`src/clkgen_defs.svh`:
```
// Constants of the clock generator: offsets, field positions, reset values, timing.
// Assumes a 125 MHz system clock that samples the oscillator pin and times all counts.
`ifndef CLKGEN_DEFS_SVH
`define CLKGEN_DEFS_SVH

// Register byte addresses
`define ADDR_SYSTEM_CONFIG 8'h00
`define ADDR_STATUS 8'h04

// system_config_reg fields
`define CFG_SUPERVISOR_DISABLE 0
`define CFG_IDLE 1
`define CFG_POWER_DOWN 2
`define CFG_RESET 3'h0

// Status fields
`define ST_STRAP_LSB 0
`define ST_LOCKED 3
`define ST_FAILOVER 4
`define ST_SOURCE_LSB 5

// Strap codes
`define STRAP_DIRECT 3'h3
`define STRAP_PRESCALE 3'h1

// Timing
`define SYS_CLOCK_KHZ 125000
`define LOCK_TIME_US 1000
`define LOCK_CYCLES ((`LOCK_TIME_US * `SYS_CLOCK_KHZ) / 1000)
`define LOOP_BASIC_KHZ 5000
`define LOOP_FREE_HALF (`SYS_CLOCK_KHZ / (2 * `LOOP_BASIC_KHZ))
`define SUPERVISOR_OVERFLOW 5'h10
`define PERIOD_TOLERANCE 16'h0002
`define PERIOD_MAX 16'hFFFF

`endif

```
`src/clkgen_pkg.sv`:
```
// Types shared by the clock generator modules.
// Assumes clkgen_defs.svh for all numeric constants.
package clkgen_pkg;

    typedef enum logic [1:0] {SRC_LOOP, SRC_DIRECT, SRC_PRESCALE} clk_source_t;

    typedef enum logic [1:0] {LOOP_OFF, LOOP_FREE, LOOP_ACQUIRE, LOOP_LOCKED} loop_state_t;

endpackage : clkgen_pkg

```
`src/sync3.sv`:
```
// Three-stage synchroniser for pin inputs.
// Assumes input is asynchronous; output moves only when stages two and three agree.
`timescale 1ns/10ps
module sync3 #(
    parameter int W = 1
) (
    // Clock
    input wire logic clock,
    // Data
    input wire logic [W-1:0] din,
    output logic [W-1:0] dout
);
    logic [W-1:0] stage1;
    logic [W-1:0] stage2;
    logic [W-1:0] stage3;

    always_ff @(posedge clock) begin
        stage1 <= din;
        stage2 <= stage1;
        stage3 <= stage2;
        if (stage2 == stage3) begin
            dout <= stage3;
        end
    end
endmodule : sync3

```
`src/half_period_gen.sv`:
```
// Square-wave generator with programmable half period in system clocks.
// Assumes halfPeriod of at least one; disabled output rests low.
`timescale 1ns/10ps
module half_period_gen (
    // Clock and reset
    input wire logic clock,
    input wire logic rst,
    // Control
    input wire logic enable,
    input wire logic [15:0] halfPeriod,
    // Wave
    output logic level,
    output logic rise
);
    logic [15:0] count;

    // Equal high and low halves give the even duty cycle
    always_ff @(posedge clock) begin
        if (rst || !enable) begin
            count <= 16'h0000;
            level <= 1'b0;
            rise <= 1'b0;
        end else if (count + 16'h0001 >= halfPeriod) begin
            count <= 16'h0000;
            level <= ~level;
            rise <= ~level;
        end else begin
            count <= count + 16'h0001;
            rise <= 1'b0;
        end
    end
endmodule : half_period_gen

```
`src/pll_clock_generator.sv`:
```
// Clock generator: strap decode, loop model, oscillator supervisor, clock gating.
// Assumes a 125 MHz system clock much faster than the oscillator pin, AXI4-Lite master.
`timescale 1ns/10ps
`include "clkgen_defs.svh"
module pll_clock_generator #(
    parameter int LOCK_WAIT_CYCLES = `LOCK_CYCLES
) (
    // Clock and reset
    input wire logic clock,
    input wire logic rst,
    // Pins
    input wire logic oscillatorInputPin,
    input wire logic [2:0] clockSelectStraps,
    // Generated clocks and request
    output logic cpuClock,
    output logic periphClock,
    output logic clockFailIrqNode,
    // AXI4-Lite write
    input wire logic [7:0] awaddr,
    input wire logic awvalid,
    output logic awready,
    input wire logic [31:0] wdata,
    input wire logic [3:0] wstrb,
    input wire logic wvalid,
    output logic wready,
    output logic [1:0] bresp,
    output logic bvalid,
    input wire logic bready,
    // AXI4-Lite read
    input wire logic [7:0] araddr,
    input wire logic arvalid,
    output logic arready,
    output logic [31:0] rdata,
    output logic [1:0] rresp,
    output logic rvalid,
    input wire logic rready
);
    import clkgen_pkg::*;

    logic oscLevel;
    logic oscLast;
    logic oscRise;
    logic oscToggle;
    logic [2:0] strapSync;
    logic [2:0] strap;
    logic [2:0] sysConfig;
    logic bypassStrap;
    logic [4:0] mult2;
    logic [15:0] periodCount;
    logic [15:0] lastPeriod;
    logic periodStable;
    logic inputLost;
    loop_state_t loopState;
    logic [16:0] lockCount;
    logic [15:0] loopHalf;
    logic loopLevel;
    logic loopRise;
    logic [4:0] supervisorCount;
    logic failover;
    logic prescLevel;
    clk_source_t source;
    clk_source_t targetSource;
    logic sourceLevel;
    logic targetLevel;
    logic clkLevel;
    logic cpuGate;
    logic periphGate;
    logic awHeld;
    logic wHeld;
    logic [7:0] wrAddr;
    logic [31:0] wrData;
    logic wrStrb0;

    sync3 #(.W(1)) oscSync (
        .clock(clock),
        .din(oscillatorInputPin),
        .dout(oscLevel)
    );

    sync3 #(.W(3)) strapSyncInst (
        .clock(clock),
        .din(clockSelectStraps),
        .dout(strapSync)
    );

    // Straps follow the pins only while reset is held
    always_ff @(posedge clock) begin
        if (rst) begin
            strap <= strapSync;
        end
    end

    assign bypassStrap = (strap == `STRAP_DIRECT) || (strap == `STRAP_PRESCALE);

    // Factor times two, so that x0.5 and x2.5 stay integral
    always_comb begin
        case (strap)
            3'h7: mult2 = 5'h08;
            3'h6: mult2 = 5'h06;
            3'h5: mult2 = 5'h04;
            3'h4: mult2 = 5'h0A;
            3'h3: mult2 = 5'h02;
            3'h2: mult2 = 5'h14;
            3'h1: mult2 = 5'h01;
            default: mult2 = 5'h05;
        endcase
    end

    // Input edge detection and period measurement
    always_ff @(posedge clock) begin
        oscLast <= oscLevel;
    end
    assign oscRise = oscLevel && !oscLast;
    assign oscToggle = oscLevel != oscLast;

    always_ff @(posedge clock) begin
        if (rst) begin
            periodCount <= 16'h0000;
            lastPeriod <= 16'h0000;
            periodStable <= 1'b0;
        end else if (oscRise) begin
            periodCount <= 16'h0001;
            lastPeriod <= periodCount;
            periodStable <= (periodCount <= lastPeriod + `PERIOD_TOLERANCE)
                && (periodCount + `PERIOD_TOLERANCE >= lastPeriod);
        end else if (periodCount != `PERIOD_MAX) begin
            periodCount <= periodCount + 16'h0001;
        end
    end

    // No edge for twice the last period counts as a lost input
    assign inputLost = (periodCount == `PERIOD_MAX)
        || ({1'b0, periodCount} > {lastPeriod, 1'b0});

    // Loop state: free-running until the input is steady, then lock
    always_ff @(posedge clock) begin
        if (rst) begin
            loopState <= LOOP_FREE;
            lockCount <= 17'h00000;
        end else begin
            case (loopState)
                LOOP_OFF: begin
                    loopState <= LOOP_OFF;
                end
                LOOP_FREE: begin
                    lockCount <= 17'h00000;
                    if (sysConfig[`CFG_SUPERVISOR_DISABLE]) begin
                        loopState <= LOOP_OFF;
                    end else if (oscRise && !bypassStrap) begin
                        loopState <= LOOP_ACQUIRE;
                    end
                end
                LOOP_ACQUIRE: begin
                    if (sysConfig[`CFG_SUPERVISOR_DISABLE]) begin
                        loopState <= LOOP_OFF;
                    end else if (inputLost || (oscRise && !periodStable)) begin
                        loopState <= LOOP_FREE;
                    end else if (lockCount >= 17'(LOCK_WAIT_CYCLES - 1)) begin
                        loopState <= LOOP_LOCKED;
                    end else begin
                        lockCount <= lockCount + 17'h00001;
                    end
                end
                LOOP_LOCKED: begin
                    if (sysConfig[`CFG_SUPERVISOR_DISABLE]) begin
                        loopState <= LOOP_OFF;
                    end else if (inputLost || (oscRise && !periodStable)) begin
                        loopState <= LOOP_FREE;
                    end
                end
                default: loopState <= LOOP_FREE;
            endcase
        end
    end

    // Locked loop output: input period over twice the factor, never below one
    always_comb begin
        loopHalf = 16'(`LOOP_FREE_HALF);
        if (loopState == LOOP_LOCKED) begin
            loopHalf = lastPeriod / {11'h000, mult2};
            if (loopHalf == 16'h0000) begin
                loopHalf = 16'h0001;
            end
        end
    end

    half_period_gen loopGen (
        .clock(clock),
        .rst(rst),
        .enable(loopState != LOOP_OFF),
        .halfPeriod(loopHalf),
        .level(loopLevel),
        .rise(loopRise)
    );

    // Oscillator supervisor counts loop cycles between input transitions
    always_ff @(posedge clock) begin
        if (rst) begin
            supervisorCount <= 5'h00;
            failover <= 1'b0;
        end else if (bypassStrap && !sysConfig[`CFG_SUPERVISOR_DISABLE] && !failover) begin
            if (oscToggle) begin
                supervisorCount <= 5'h00;
            end else if (loopRise) begin
                if (supervisorCount + 5'h01 >= `SUPERVISOR_OVERFLOW) begin
                    failover <= 1'b1;
                end
                supervisorCount <= supervisorCount + 5'h01;
            end
        end
    end

    // Failure request: loss of lock or supervisor overflow
    always_ff @(posedge clock) begin
        if (rst) begin
            clockFailIrqNode <= 1'b0;
        end else begin
            clockFailIrqNode <= (loopState == LOOP_LOCKED && !sysConfig[`CFG_SUPERVISOR_DISABLE]
                && (inputLost || (oscRise && !periodStable)))
                || (bypassStrap && !sysConfig[`CFG_SUPERVISOR_DISABLE] && !failover && !oscToggle
                && loopRise && supervisorCount + 5'h01 >= `SUPERVISOR_OVERFLOW);
        end
    end

    // Prescaler halves the input
    always_ff @(posedge clock) begin
        if (rst) begin
            prescLevel <= 1'b0;
        end else if (oscRise) begin
            prescLevel <= ~prescLevel;
        end
    end

    // Wanted source
    always_comb begin
        targetSource = SRC_LOOP;
        if (sysConfig[`CFG_SUPERVISOR_DISABLE]) begin
            targetSource = (strap == `STRAP_PRESCALE) ? SRC_PRESCALE : SRC_DIRECT;
        end else if (bypassStrap && !failover) begin
            targetSource = (strap == `STRAP_PRESCALE) ? SRC_PRESCALE : SRC_DIRECT;
        end
    end

    function automatic logic levelOf(input clk_source_t s, input logic l,
                                     input logic d, input logic p);
        case (s)
            SRC_DIRECT: levelOf = d;
            SRC_PRESCALE: levelOf = p;
            default: levelOf = l;
        endcase
    endfunction : levelOf

    assign sourceLevel = levelOf(source, loopLevel, oscLevel, prescLevel);
    assign targetLevel = levelOf(targetSource, loopLevel, oscLevel, prescLevel);

    // Handover only while the held output and the new source both sit low, so no short pulse escapes
    always_ff @(posedge clock) begin
        if (rst) begin
            source <= SRC_LOOP;
            clkLevel <= 1'b0;
        end else if (source != targetSource) begin
            // Finish the running high phase of the old source before holding low
            clkLevel <= clkLevel && sourceLevel;
            if (!clkLevel && !targetLevel) begin
                source <= targetSource;
            end
        end else begin
            clkLevel <= sourceLevel;
        end
    end

    // Gates change only while the base clock is low
    always_ff @(posedge clock) begin
        if (rst) begin
            cpuGate <= 1'b1;
            periphGate <= 1'b1;
        end else if (!clkLevel) begin
            cpuGate <= !sysConfig[`CFG_IDLE] && !sysConfig[`CFG_POWER_DOWN];
            periphGate <= !sysConfig[`CFG_POWER_DOWN];
        end
    end

    always_ff @(posedge clock) begin
        if (rst) begin
            cpuClock <= 1'b0;
            periphClock <= 1'b0;
        end else begin
            cpuClock <= clkLevel && cpuGate;
            periphClock <= clkLevel && periphGate;
        end
    end

    // AXI4-Lite write: address and data taken in either order
    always_ff @(posedge clock) begin
        if (rst) begin
            awHeld <= 1'b0;
            wHeld <= 1'b0;
            awready <= 1'b0;
            wready <= 1'b0;
            bvalid <= 1'b0;
            bresp <= 2'h0;
            wrAddr <= 8'h00;
            wrData <= 32'h00000000;
            wrStrb0 <= 1'b0;
            sysConfig <= `CFG_RESET;
        end else begin
            awready <= !awHeld && !bvalid && !(awvalid && awready);
            wready <= !wHeld && !bvalid && !(wvalid && wready);
            if (awvalid && awready) begin
                awHeld <= 1'b1;
                wrAddr <= awaddr;
            end
            if (wvalid && wready) begin
                wHeld <= 1'b1;
                wrData <= wdata;
                wrStrb0 <= wstrb[0];
            end
            if (awHeld && wHeld && !bvalid) begin
                awHeld <= 1'b0;
                wHeld <= 1'b0;
                bvalid <= 1'b1;
                bresp <= 2'h0;
                if (wrAddr == `ADDR_SYSTEM_CONFIG) begin
                    if (wrStrb0) begin
                        sysConfig <= wrData[2:0];
                    end
                end else if (wrAddr != `ADDR_STATUS) begin
                    bresp <= 2'h2;
                end
            end
            if (bvalid && bready) begin
                bvalid <= 1'b0;
            end
        end
    end

    // AXI4-Lite read
    always_ff @(posedge clock) begin
        if (rst) begin
            arready <= 1'b0;
            rvalid <= 1'b0;
            rdata <= 32'h00000000;
            rresp <= 2'h0;
        end else begin
            arready <= !rvalid && !(arvalid && arready);
            if (arvalid && arready) begin
                rvalid <= 1'b1;
                rresp <= 2'h0;
                rdata <= 32'h00000000;
                if (araddr == `ADDR_SYSTEM_CONFIG) begin
                    rdata <= {29'h00000000, sysConfig};
                end else if (araddr == `ADDR_STATUS) begin
                    rdata <= {25'h0000000, source, failover,
                              loopState == LOOP_LOCKED, strap};
                end else begin
                    rresp <= 2'h2;
                end
            end else if (rvalid && rready) begin
                rvalid <= 1'b0;
            end
        end
    end
endmodule : pll_clock_generator

```
`config.mk`:
```
export PLATFORM = sky130hd
export DESIGN_NAME = pll_clock_generator
export DESIGN_NICKNAME = d
export VERILOG_FILES = /design/src/clkgen_pkg.sv /design/src/sync3.sv /design/src/half_period_gen.sv /design/src/pll_clock_generator.sv
export VERILOG_INCLUDE_DIRS = /design/src
export SDC_FILE = /design/constraint.sdc
export NUM_CORES = 1
export LEC_CHECK = 0
export ABC_AREA = 1
export BUFFER_PORTS_ARGS = -buffer_cell sky130_fd_sc_hd__buf_2
export CAP_MARGIN = 20
export CORE_AREA = 2 2 250 154
export DETAILED_ROUTE_END_ITERATION = 8
export DIE_AREA = 0 0 252 156
export RECOVER_POWER = 100
export SLEW_MARGIN = 0
export SYNTH_ARGS = -nofsm -noshare
export SYNTH_HDL_FRONTEND = slang
export SYNTH_SLANG_ARGS = --single-unit
```
`constraint.sdc`:
```
create_clock -name clock -period 36 [get_ports clock]
set_input_delay 5.4 -clock clock [delete_from_list [all_inputs] [get_ports clock]]
set_output_delay 5.4 -clock clock [all_outputs]
set_load 0.005 [all_outputs]
```
Yosys cells after proc, flatten, opt, wreduce, memory -nomap -nowiden
Cells that the tools add are included.
Storage, ports and cells
  bits in registers: 163
  latch bits: 0
  memory bits (writable): 0
  bits in read-only memories: 0
  word-level logic and storage cells: 193
  memories kept: 0
Operators by class
  add/subtract/negate cells: 6
  multipliers: 0
  divide/modulo/power cells: 1
  order comparisons: 6
  equal/unequal tests: 28
  shift operators: 0
  multiplexer cells: 33
  bitwise operators: 4
  reductions and logical operators: 72
Operators by type and width (number)
  17-bit two-way mux: 3
  5-bit one-hot mux with 7 select lines: 1
  17-bit one-hot mux with 2 select lines: 1
  16-bit by 1-bit adder with 16-bit output, second input constant: 2
  16-bit by 2-bit adder with 16-bit output, second input constant: 2
  16-bit >= comparator: 2
  16-bit two-way mux: 2
  1-bit logical AND: 29
  2-bit two-way mux: 14
  1-bit zero test: 18
  17-bit by 1-bit adder with 17-bit output, second input constant: 1
  17-bit >= comparator, second input constant: 1
  16-bit by 17-bit greater-than comparator with 1-bit output: 1
  16-bit by 5-bit divider with 16-bit output: 1
  16-bit equality test, second input constant: 1
  16-bit less-or-equal comparator: 1
  16-bit zero test: 1
  8-bit zero test: 2
  16-bit inequality test, second input constant: 1
  7-bit two-way mux: 2
  3-bit equality test, second input constant: 4
  5-bit two-way mux: 2
  2-bit nonzero test: 5
  2-bit OR reduction: 5
  other kinds (24): 48

Logic depth before layout (Yosys ltp)
Gate-level depths: netlist of the first run.
  word-level depth: 10
  depth in mapped cells: 202
  mapped depth without buffers: 195

Hierarchy
A second synthesis of the first run with hierarchy kept.
Second synthesis, totals
  cells, all modules: 1877
  area total of the unflattened synthesis: 12622.1 um2
Modules (own cells, without submodules)
  pll_clock_generator: times used 1, cells an instance 1647, area each 10770.3 um2, sequential area each 2072.0 um2
  half_period_gen: times used 1, cells an instance 196, area each 1416.4 um2, sequential area each 360.3 um2
  sync3 (strapSyncInst): times used 1, cells an instance 25, area each 326.6 um2, sequential area each 270.3 um2
  sync3 (oscSync): times used 1, cells an instance 9, area each 108.9 um2, sequential area each 90.1 um2

Worst setup path before layout of the first run
Ideal clock, no wire load.
  path type: flip-flop to flip-flop
  from: register strap[0]
  to: register loopGen.count[10]
  data arrival time: 25.361 ns
  setup slack: 10.572 ns
  stages on the path, launching flop included: 195
  path buffers: 8
  cell sequence: edfxtp_1 inv_2 nor2_4 a21oi_1 ha_1 nand2_1 nand3_1 nand3_1 nand2_1 ha_1 nand2_1 nand3_1 nand2_1 nand2_1 nand2_2 nand2_1 nand2_1 inv_1 [... 159 more ...] ha_1 inv_1 a21boi_0 o21a_1 o21a_1 o21a_1 o21a_1 o21a_1 o21ai_0 nand2_1 a21oi_1 nor2_1 a211oi_1 o2111ai_1 inv_1 nand2_1 clkbuf_1 nor2_1
Between the ends
  longest elaborated chain between the ends: 8
  elaborated cells on any way between the ends: 14
  classes of those cells: div: 1; order compare: 1; eq/ne: 7; mux: 3; reduce/logical: 2
Ends and longest elaborated chain
  from (decl): RTL line pll_clock_generator.sv:45  | logic [2:0] strap;
  from (signal assigned): RTL line pll_clock_generator.sv:89  | strap <= strapSync;
  3-bit by 1-bit equality test with 1-bit output, or another cell as far along: RTL line pll_clock_generator.sv:97  | case (strap)
  5-bit one-hot mux with 7 select lines *: RTL line pll_clock_generator.sv:97
  16-bit by 5-bit divider with 16-bit output *: RTL line pll_clock_generator.sv:180  | loopHalf = lastPeriod / {11'h000, mult2};
  16-bit zero test: RTL line pll_clock_generator.sv:181  | if (loopHalf == 16'h0000) begin
  16-bit two-way mux *: RTL line pll_clock_generator.sv:181
  16-bit two-way mux *: RTL line pll_clock_generator.sv:179  | if (loopState == LOOP_LOCKED) begin
  16-bit >= comparator *: RTL line half_period_gen.sv:23  | end else if (count + 16'h0001 >= halfPeriod) begin
  2-bit OR reduction (no source line) *
  to (signal assigned): RTL line half_period_gen.sv:28  | count <= count + 16'h0001;
  to (decl): RTL line half_period_gen.sv:15  | logic [15:0] count;
Every way passes the cells marked *; elsewhere a longest branch is shown, timed or not.
A chain may end at the register's enable or synchronous reset.

Worst setup path in the final report of the first run
  from: register strap[1]
  to: register loopGen.count[3]
Same word-level chain as after synthesis.

==> run summary, run 1 <==
critical path arrival: 31.99 ns
RSZ-0062 raised after global routing: false
Clk pin slew, worst setup/hold paths: 0.06 ns
number of cell rows: 55
fmax: 31.6 MHz
via count: 12100
Largest stage delay, worst path: 0.60 ns
max-slew violation count: 30
Num CTS Buffers: 17
vias per std cell: 4.93
hpwl dp: 25.8 mm
# clock sinks: 136
drt pass-1 iters: 6
TNS Setup: 0 ns
CTS root buf: clkbuf_16
syn avg cell area: 6.67 um^2
IO Port Bufs: 47
R2R setup slack: 4.36 ns
post-route clock skew: 0.00903 ns
post-layout util: 37.7%
Avg WL per Cell: 13.1 um
yosys warns: 0
die height: 156 um
initial antenna violation count: 0
post-route ant nets: 0
Slowest-stage cell, CP: nor2_1
drt drc: 0
FILL cells: 3905
Hold WS: 0.330 ns
Synth Flop Type: dfxtp_1
synthesized area: 12800 um^2
CP delay by family, top: simple AND/OR/NAND/NOR gates
Maximum Capacitance Violations: 1
global route overflow: 0
vias in the first global route: 10700
CP Launch Type: flip-flop
post-cts gate resize count: 0
failing checks: capacitance limit, slew limit
final setup fails: 0
crit path time final: 31.64 ns
status: finished with violations
Netlist cell types: 65
DIE WIDTH: 252 um
Clk Latency, worst-skew pair: 0.44 ns
DRT iter0 DRCs: 992
sequential element share of the synthesized area: 21.8%
Gate Count Post-Synth: 1919
fraction of registers with async set/reset: 0%
H-tree level count: 4
share of cells above drive strength 1: 9.56%
Placer Congestion: 0.927
clock tree buffer depth: 2
Synth top area share: 20.2%
Worst Hold Class: reg -> reg
Slew headroom: -5.53%
CP required: 36.35 ns
area of the core: 37000 um^2
placed cell areas: 13400 um^2
# Post-CTS Setup Buffers: 0
Worst-Margin Slew: 1.58 ns
crit path buf inv count: 29
first-pass GRT wire length: 53.6 mm
area leader, netlist: dfxtp_1
final WL: 32.0 mm
P&R area growth vs syn: 9.12%
Final Cell Area: 14000 um^2
Starting Density: 34.6%
# diodes: 0
die area: 39300 um^2
number of synthesized register bits: 136
GRT Overall Usage: 16.6%
Crit Path Category: reg -> reg
nets@finish: 2158
most used cell, CP: nand2_1
Boundary Pins: 107
largest net degree at the start of global routing: 31
CP Max Fanout: 17
Area contributors post-synth: dfxtp_1 (20%), ha_1 (14%), nand2_1 (12%), inv_1 (7.7%), nand3_1 (5.7%)
Post-synth EDFFs: 7
CP endpoint kind: flip-flop
Final Cycle Share: 87.9%
count leader, synth: nand2_1
Fin. Hold Viols: 0
TritonCTS clock tree: yes
CTS Hold Bufs: 0
Synth top cells by count: nand2_1 (413), inv_1 (263), nor2_1 (164)
[cell type report]
cell class	count	area (um^2)	area share, %
Inverter	288	1080	7.75
Tap cell	484	606	4.33
Clock buffer	17	425	3.04
Multi-Input combinational cell	1461	8640	61.8
Timing Repair Buffer	49	238	1.70
Clock inverter	15	193	1.38
Sequential cell	136	2790	20.0
[path summary, 6_finish.rpt]
path                      startpoint                       to  cells after the start
min          strapSyncInst.stage1[1]  strapSyncInst.stage2[1]                      0
min reg2reg  strapSyncInst.stage1[1]  strapSyncInst.stage2[1]                      0
max                         strap[1]         loopGen.count[3]                    184
max reg2reg                 strap[1]         loopGen.count[3]                    184
[sequential cells by signal, summed over array words and instances (netlist names), 2 cells and up]
name / cells
wrData: 3
strapSyncInst.stage3: 3
lockCount: 17
strapSyncInst.stage2: 3
strapSyncInst.stage1: 3
supervisorCount: 5
loopGen.count: 16
rdata: 7
sysConfig: 3
strap: 3
periodCount: 16
strapSyncInst.dout: 3
loopState: 2
wrAddr: 8
source: 2
lastPeriod: 16
[kinds of logic (layout without fill, tap and decap cells)]
logic type,Yosys count,in the layout,share of synthesized area [%]
buffers and inverters,348,369,11.4
AOI/OAI and AO/OA,293,293,13.4
other,1,27,0.0293
xor gates and xnor gates,77,77,5.27
and+or+nand+nor,922,922,34.2
adders and majority gates,142,142,13.9
DFF,136,136,21.8
[placed cells by master, fill, tap and decap left out, types with 7 or more instances in the layout]
cell type	instances
nand2_1	413
inv_1	263
nor2_1	165
nand3_1	148
ha_1	142
dfxtp_1	129
o21ai_0	104
a21oi_1	94
xor2_1	57
nor3_1	41
buf_2	40
nand4_1	35
conb_1	27
nand2_2	26
inv_2	21
xnor2_1	20
clkbuf_16	17
nand3_2	15
o22ai_1	15
nor4_1	14
nor2_4	13
o211ai_1	13
or2_2	12
o21bai_1	11
nand2_4	10
a211oi_1	10
clkbuf_1	8
a21o_1	7
edfxtp_1	7
[layer usage]
| metal | global-route usage (%) | up-vias | part of all wire, % | wire [um] |
|---|---|---|---|---|
| met5 | 0 | - | 0 | 0 |
| met4 | 3.35 | 0 | 1.0 | 321 |
| met3 | 2.59 | 24 | 6.0 | 1930 |
| met2 | 22.4 | 272 | 37 | 11800 |
| met1 | 26.9 | 5419 | 56 | 18000 |
| li1 | - | 6355 | - | - |
[stage by stage]
stage | worst slack [ns] | cells
6_report | 4.36 | 2450
3_5_place_dp | 5.71 | 2418
4_1_cts | 5.58 | 2450
3_3_place_gp | 6.21 | 2418
5_1_grt | 1.08 | 2450
2_1_floorplan | 10.57 | 1945
Power of run 1 is left out: the tool's default activity adds up to more than one toggle a clock period on the data nets, which glitch-free logic cannot reach.
==> inputs of run 2 (changes only) <==
CORE_AREA = 2 2 249 153   (was 2 2 250 154)
DIE_AREA = 0 0 251 155   (was 0 0 252 156)
SYNTH_HIERARCHICAL = 1   (was default)
TNS_END_PERCENT = 50   (was default)
==> run summary, run 2 <==
status: finished with violations (unchanged)
failing checks: capacitance limit, slew limit (unchanged)
vias per std cell: 4.85 (was 4.93)
Area contributors post-synth: dfxtp_1 (20%), ha_1 (13%), nand2_1 (12%), inv_1 (8.8%), nor2_1 (4.9%) (was dfxtp_1 (20%), ha_1 (14%), nand2_1 (12%), inv_1 (7.7%), nand3_1 (5.7%))
# diodes: 0 (unchanged)
Biggest register: lockCount (unchanged)
main combinational cell family by area after synthesis: simple AND/OR/NAND/NOR gates (unchanged)
post-cts gate resize count: 0 (unchanged)
H-tree level count: 4 (unchanged)
GRT Overall Usage: 16.9% (was 16.6%)
Synth top cells by count: nand2_1 (387), inv_1 (295), nor2_1 (166) (was nand2_1 (413), inv_1 (263), nor2_1 (164))
Synth Flop Type: dfxtp_1 (unchanged)
Post-Place Cells: 2388 (was 2418)
die area: 38900 um^2 (was 39300 um^2)
P&R area growth vs syn: 9.45% (was 9.12%)
Worst-Margin Slew: 2.52 ns (was 1.58 ns)
area of the core: 36900 um^2 (was 37000 um^2)
drt pass-1 iters: 5 (was 6)
DRT iter0 DRCs: 739 (was 992)
IO Port Bufs: 47 (unchanged)
Largest register FFs: 17 (unchanged)
DIE WIDTH: 251 um (was 252 um)
hpwl dp: 25.5 mm (was 25.8 mm)
most used cell, CP: nand2_1 (unchanged)
yosys warns: 6 (was 0)
vias in the first global route: 10800 (was 10700)
most frequent cells in the layout: nand2_1 (387), inv_1 (295), nor2_1 (169), ha_1 (130), dfxtp_1 (129) (was nand2_1 (413), inv_1 (263), nor2_1 (165), nand3_1 (148), ha_1 (142))
area leader, netlist: dfxtp_1 (unchanged)
fraction of registers with async set/reset: 0% (unchanged)
Largest stage delay, worst path: 1.91 ns (was 0.60 ns)
die height: 155 um (was 156 um)
Compound-Gate Fraction of Synth Area: 13.3% (was 13.4%)
Placer Congestion: 0.908 (was 0.927)
Final Instance Count excl. Fillers: 2419 (was 2450)
CP endpoint kind: flip-flop (unchanged)
Hold WS: 0.325 ns (was 0.330 ns)
Post-synth EDFFs: 7 (unchanged)
critical path arrival: 31.14 ns (was 31.99 ns)
global route overflow: 0 (unchanged)
most common cell after layout, fill and taps aside: nand2_1 (unchanged)
XOR/XNOR Fraction of Synth Area: 5.62% (was 5.27%)
multiplexer area fraction after synthesis: 0% (unchanged)
initial antenna violation count: 0 (unchanged)
number of synthesized register bits: 136 (unchanged)
Gate Count Post-Synth: 1877 (was 1919)
# Post-CTS Setup Buffers: 0 (unchanged)
Synth top area share: 20.5% (was 20.2%)
syn avg cell area: 6.72 um^2 (was 6.67 um^2)
CP Max Fanout: 16 (was 17)
CP required: 36.37 ns (was 36.35 ns)
count leader, synth: nand2_1 (unchanged)
Clk pin slew, worst setup/hold paths: 0.06 ns (about the same)
TritonCTS clock tree: yes (unchanged)
largest net degree at the start of global routing: 33 (was 31)
drt drc: 0 (unchanged)
Clk Latency, worst-skew pair: 0.45 ns (was 0.44 ns)
FILL cells: 3897 (was 3905)
RSZ-0062 raised after global routing: false (unchanged)
share of cells above drive strength 1: 10.6% (was 9.56%)
CP Launch Type: flip-flop (unchanged)
crit path time final: 30.77 ns (was 31.64 ns)
CTS Hold Bufs: 0 (unchanged)
post-route ant nets: 0 (unchanged)
nets@finish: 2116 (was 2158)
Num CTS Buffers: 17 (unchanged)
fmax: 32.5 MHz (was 31.6 MHz)
# clock sinks: 136 (unchanged)
sequential element share of the synthesized area: 22.1% (was 21.8%)
TNS Setup: 0 ns (unchanged)
synthesized area: 12600 um^2 (was 12800 um^2)
first-pass GRT wire length: 53.8 mm (was 53.6 mm)
post-layout util: 37.5% (was 37.7%)
clock tree buffer depth: 2 (unchanged)
Starting Density: 34.2% (was 34.6%)
Slowest-stage cell, CP: o21ai_0 (was nor2_1)
CTS root buf: clkbuf_16 (unchanged)
number of cell rows: 55 (unchanged)
Final Cycle Share: 85.5% (was 87.9%)
post-synthesis simple-gate area fraction: 34.0% (was 34.2%)
Maximum Capacitance Violations: 3 (was 1)
Worst Hold Class: reg -> reg (unchanged)
post-route clock skew: 0.00855 ns (was 0.00903 ns)
synthesized-area fraction occupied by adder cells: 12.9% (was 13.9%)
max-slew violation count: 80 (was 30)
Slew headroom: -69.6% (was -5.53%)
final WL: 31.9 mm (was 32.0 mm)
Avg WL per Cell: 13.2 um (was 13.1 um)
Netlist cell types: 62 (was 65)
final setup fails: 0 (unchanged)
Crit Path Category: reg -> reg (unchanged)
Fin. Hold Viols: 0 (unchanged)
via count: 11700 (was 12100)
Boundary Pins: 107 (unchanged)
run 2: cell count changes after synthesis, sizes merged, moves of 6 or more:
| cell | change |
|---|---|
| nor3 | -15 |
| nor2 | +16 |
| clkbuf | -7 |
| nand2 | -27 |
| inv | +26 |
| nand4 | +6 |
| a21o | +6 |
| o211ai | -6 |
| ha | -12 |
| nand3 | -23 |
run 2: per-layer routing:
metal / share of wire [%] / vias to the layer above / global-route usage, %
met5: 0 / - / 0
met4: 0.65 / 0 / 3.06
met2: 38 / 242 / 23.4
met3: 5.0 / 19 / 3.01
met1: 56 / 5275 / 26.6
li1: - / 6192 / -
run 2: cells by family (layout without fill, tap and decap cells):
kind of cell	after synthesis	in the layout
AND/OR/NAND/NOR	877	877
buffers and inverters	367	399
other	1	27
flip-flops	136	136
adder cells (fa/ha/maj)	130	130
AO/OA/AOI/OAI	285	285
XOR/XNOR	81	81
run 2: metrics by stage:
step                      setup WS (ns)  cell area, um^2
after detailed placement           7.44            13300
after floorplan                   11.74            12700
final                              5.23            13800
after global placement             8.12            13300
after CTS                          7.40            13800
after global routing               2.16            13800
run 2: path summary, 6_finish.rpt:
kind                      startpoint                 endpoint  slack (ns)  cells after the start
min reg2reg  strapSyncInst/stage1[0]  strapSyncInst/stage2[0]        0.32                      0
max                         strap[2]         loopGen/count[8]        5.23                    166
min          strapSyncInst/stage1[0]  strapSyncInst/stage2[0]        0.32                      0
max reg2reg                 strap[2]         loopGen/count[8]        5.23                    166
run 2: area by class of cell:
type / instances / area (um^2) / share of cell area, %
clock buffer: 18 / 439 / 3.18
clock inverter: 13 / 144 / 1.04
inverter: 318 / 1200 / 8.66
multi-input combinational: 1400 / 8390 / 60.7
sequential: 136 / 2790 / 20.2
tap: 484 / 606 / 4.38
timing repair buffer: 50 / 245 / 1.78
run 2: critical path: cells and delay by family (launching register included):
family / cells / cell delay, ns
AO/OA/AOI/OAI: 48 / 11.59
XOR/XNOR: 3 / 0.58
adder cells (fa/ha/maj): 16 / 5.24
buffers and inverters: 14 / 1.40
flip-flops: 1 / 0.53
AND/OR/NAND/NOR: 85 / 11.28
Power of run 2 is left out for the same reason.
==> inputs of run 3 (changes only) <==
ABC_AREA = default   (was 1)
CORE_AREA = 2 2 246 151   (was 2 2 249 153)
DIE_AREA = 0 0 248 153   (was 0 0 251 155)
==> run summary, run 3 <==
status: finished with violations (unchanged)
failing checks: capacitance limit, slew limit (unchanged)
worst reg-to-reg path cell count: 153 (was 166)
CP Launch Type: flip-flop (unchanged)
Largest register FFs: 17 (unchanged)
Synth top cells by count: nor2_1 (164), ha_1 (130), dfxtp_1 (129) (was nand2_1 (387), inv_1 (295), nor2_1 (166))
post-route clock skew: 0.0136 ns (was 0.00855 ns)
fmax: 29.9 MHz (was 32.5 MHz)
Gate Count Post-Synth: 1553 (was 1877)
# clock sinks: 136 (unchanged)
Worst Hold Class: reg -> reg (unchanged)
vias in the first global route: 10100 (was 10800)
area leader, netlist: dfxtp_1 (unchanged)
Fin. Hold Viols: 0 (unchanged)
Avg WL per Cell: 15.3 um (was 13.2 um)
DRT iter0 DRCs: 723 (was 739)
FILL cells: 3669 (was 3897)
final WL: 31.8 mm (was 31.9 mm)
first-pass GRT wire length: 51.9 mm (was 53.8 mm)
area of the core: 35700 um^2 (was 36900 um^2)
DR top layer: met4 (unchanged)
Hold WS: 0.327 ns (was 0.325 ns)
syn avg cell area: 7.95 um^2 (was 6.72 um^2)
clock tree buffer depth: 2 (unchanged)
Boundary Pins: 107 (unchanged)
initial antenna violation count: 0 (unchanged)
sequential element share of the synthesized area: 22.6% (was 22.1%)
crit path time final: 33.44 ns (was 30.77 ns)
most used cell, CP: nor2_1 (was nand2_1)
Post-Route M1 WL: 17.3 mm (was 17.9 mm)
Post-Place Cells: 2043 (was 2388)
GRT Overall Usage: 16.7% (was 16.9%)
max-slew violation count: 44 (was 80)
drt drc: 0 (unchanged)
post-route ant nets: 0 (unchanged)
Synth Flop Type: dfxtp_1 (unchanged)
Starting Density: 34.5% (was 34.2%)
Worst-Margin Slew: 1.90 ns (was 2.52 ns)
Clk pin slew, worst setup/hold paths: 0.06 ns (about the same)
synthesized area: 12300 um^2 (was 12600 um^2)
Crit Path Category: reg -> reg (unchanged)
Slowest-stage cell, CP: or4b_4 (was o21ai_0)
CTS Hold Bufs: 0 (unchanged)
vias per std cell: 5.37 (was 4.85)
number of cell rows: 54 (was 55)
hpwl dp: 25.0 mm (was 25.5 mm)
CP Max Fanout: 19 (was 16)
die height: 153 um (was 155 um)
DIE WIDTH: 248 um (was 251 um)
die area: 37900 um^2 (was 38900 um^2)
routed wl met2: 12.0 mm (was 12.1 mm)
nets@finish: 1780 (was 2116)
Biggest register: lockCount (unchanged)
number of synthesized register bits: 136 (unchanged)
Synth top area share: 20.9% (was 20.5%)
Area contributors post-synth: dfxtp_1 (21%), ha_1 (13%), xnor2_1 (5.8%), nor2_1 (5.0%), a21oi_1 (3.9%) (was dfxtp_1 (20%), ha_1 (13%), nand2_1 (12%), inv_1 (8.8%), nor2_1 (4.9%))
Post-synth EDFFs: 7 (unchanged)
CTS root buf: clkbuf_16 (unchanged)
met3 WL: 2.16 mm (was 1.61 mm)
Multi-input gate area: 8980 um^2 (was 8390 um^2)
fraction of registers with async set/reset: 0% (unchanged)
largest net degree at the start of global routing: 44 (was 33)
Final Instance Count excl. Fillers: 2077 (was 2419)
CP endpoint kind: flip-flop (unchanged)
via count: 11100 (was 11700)
Slew headroom: -26.9% (was -69.6%)
Worst Slack Setup Final: 2.56 ns (was 5.23 ns)
count leader, synth: nor2_1 (was nand2_1)
critical path arrival: 33.81 ns (was 31.14 ns)
hold path depth: 0 (unchanged)
pre-CTS setup slack: 2.03 ns (was 7.44 ns)
most frequent cells in the layout: nor2_1 (161), ha_1 (130), dfxtp_1 (129), nand2_1 (128), a21oi_1 (96) (was nand2_1 (387), inv_1 (295), nor2_1 (169), ha_1 (130), dfxtp_1 (129))
global route overflow: 0 (unchanged)
drt pass-1 iters: 5 (unchanged)
Placer Congestion: 0.911 (was 0.908)
IO Port Bufs: 47 (unchanged)
Maximum Capacitance Violations: 1 (was 3)
Netlist cell types: 114 (was 62)
Largest stage delay, worst path: 0.54 ns (was 1.91 ns)
FF+latch area: 2790 um^2 (unchanged)
H-tree level count: 4 (unchanged)
final setup fails: 0 (unchanged)
Num CTS Buffers: 17 (unchanged)
yosys warns: 6 (unchanged)
P&R area growth vs syn: 9.65% (was 9.45%)
post-layout util: 37.9% (was 37.5%)
CP required: 36.37 ns (about the same)
TritonCTS clock tree: yes (unchanged)
most common cell after layout, fill and taps aside: nor2_1 (was nand2_1)
share of cells above drive strength 1: 10.5% (was 10.6%)
Clk Latency, worst-skew pair: 0.43 ns (was 0.45 ns)
Final Cycle Share: 92.9% (was 85.5%)
-- run 3: final cells by class --
class / instances / area share (%)
Inverter: 64 / 1.77
Sequential cell: 136 / 20.6
Tap cell: 476 / 4.40
Antenna cell: 1 / 0.0185
Clock inverter: 13 / 0.989
Clock buffer: 19 / 3.36
Multi-Input combinational cell: 1305 / 66.3
Timing Repair Buffer: 63 / 2.49
-- run 3: through the flow --
step	setup TNS, ns	area, um^2
after detailed placement	0	12900
after global placement	0	12900
after global routing	-0.000895	13500
after floorplan	0	12400
after CTS	0	13500
final	0	13500
-- run 3: kinds of logic (layout without fill, tap and decap cells) --
kind of cell / count (synthesis) / after routing / synth area share (%)
AO/OA/AOI/OAI: 359 / 359 / 20.2
XOR/XNOR: 120 / 120 / 8.70
adder cells (fa/ha/maj): 130 / 130 / 13.2
buffers and inverters: 138 / 159 / 5.53
flip-flops: 136 / 136 / 22.6
multiplexers: 43 / 43 / 3.66
other: 1 / 28 / 0.0304
AND/OR/NAND/NOR: 626 / 626 / 26.1
-- run 3: per-layer routing --
layer	GRT usage [%]	vias up
li1	-	5640
met1	26.9	5191
met2	21.9	291
met3	3.76	24
met4	3.39	0
met5	0	-
-- run 3: critical path: cells and delay by family (launching register included) --
kind,cells,cell delay [ns]
buffers and inverters,8,1.43
AND/OR/NAND/NOR,58,11.33
XOR/XNOR,9,1.71
flip-flops,1,0.35
multiplexers,2,0.58
AO/OA/AOI/OAI,60,13.01
adder cells (fa/ha/maj),16,4.86
-- run 3: worst paths after layout --
check,to,slack [ns],startpoint
min,strapSyncInst/stage2[1],0.33,strapSyncInst/stage1[1]
min reg2reg,strapSyncInst/stage2[1],0.33,strapSyncInst/stage1[1]
max,loopGen/count[7],2.56,strap[2]
max reg2reg,loopGen/count[7],2.56,strap[2]
-- run 3: what timing repair did --
item / 4_1_cts / 5_1_grt
setup endpoints to repair: 0 / 18
gates resized for setup: 0 / 9
buffers inserted: 0 / 1
Power of run 3 is left out for the same reason.
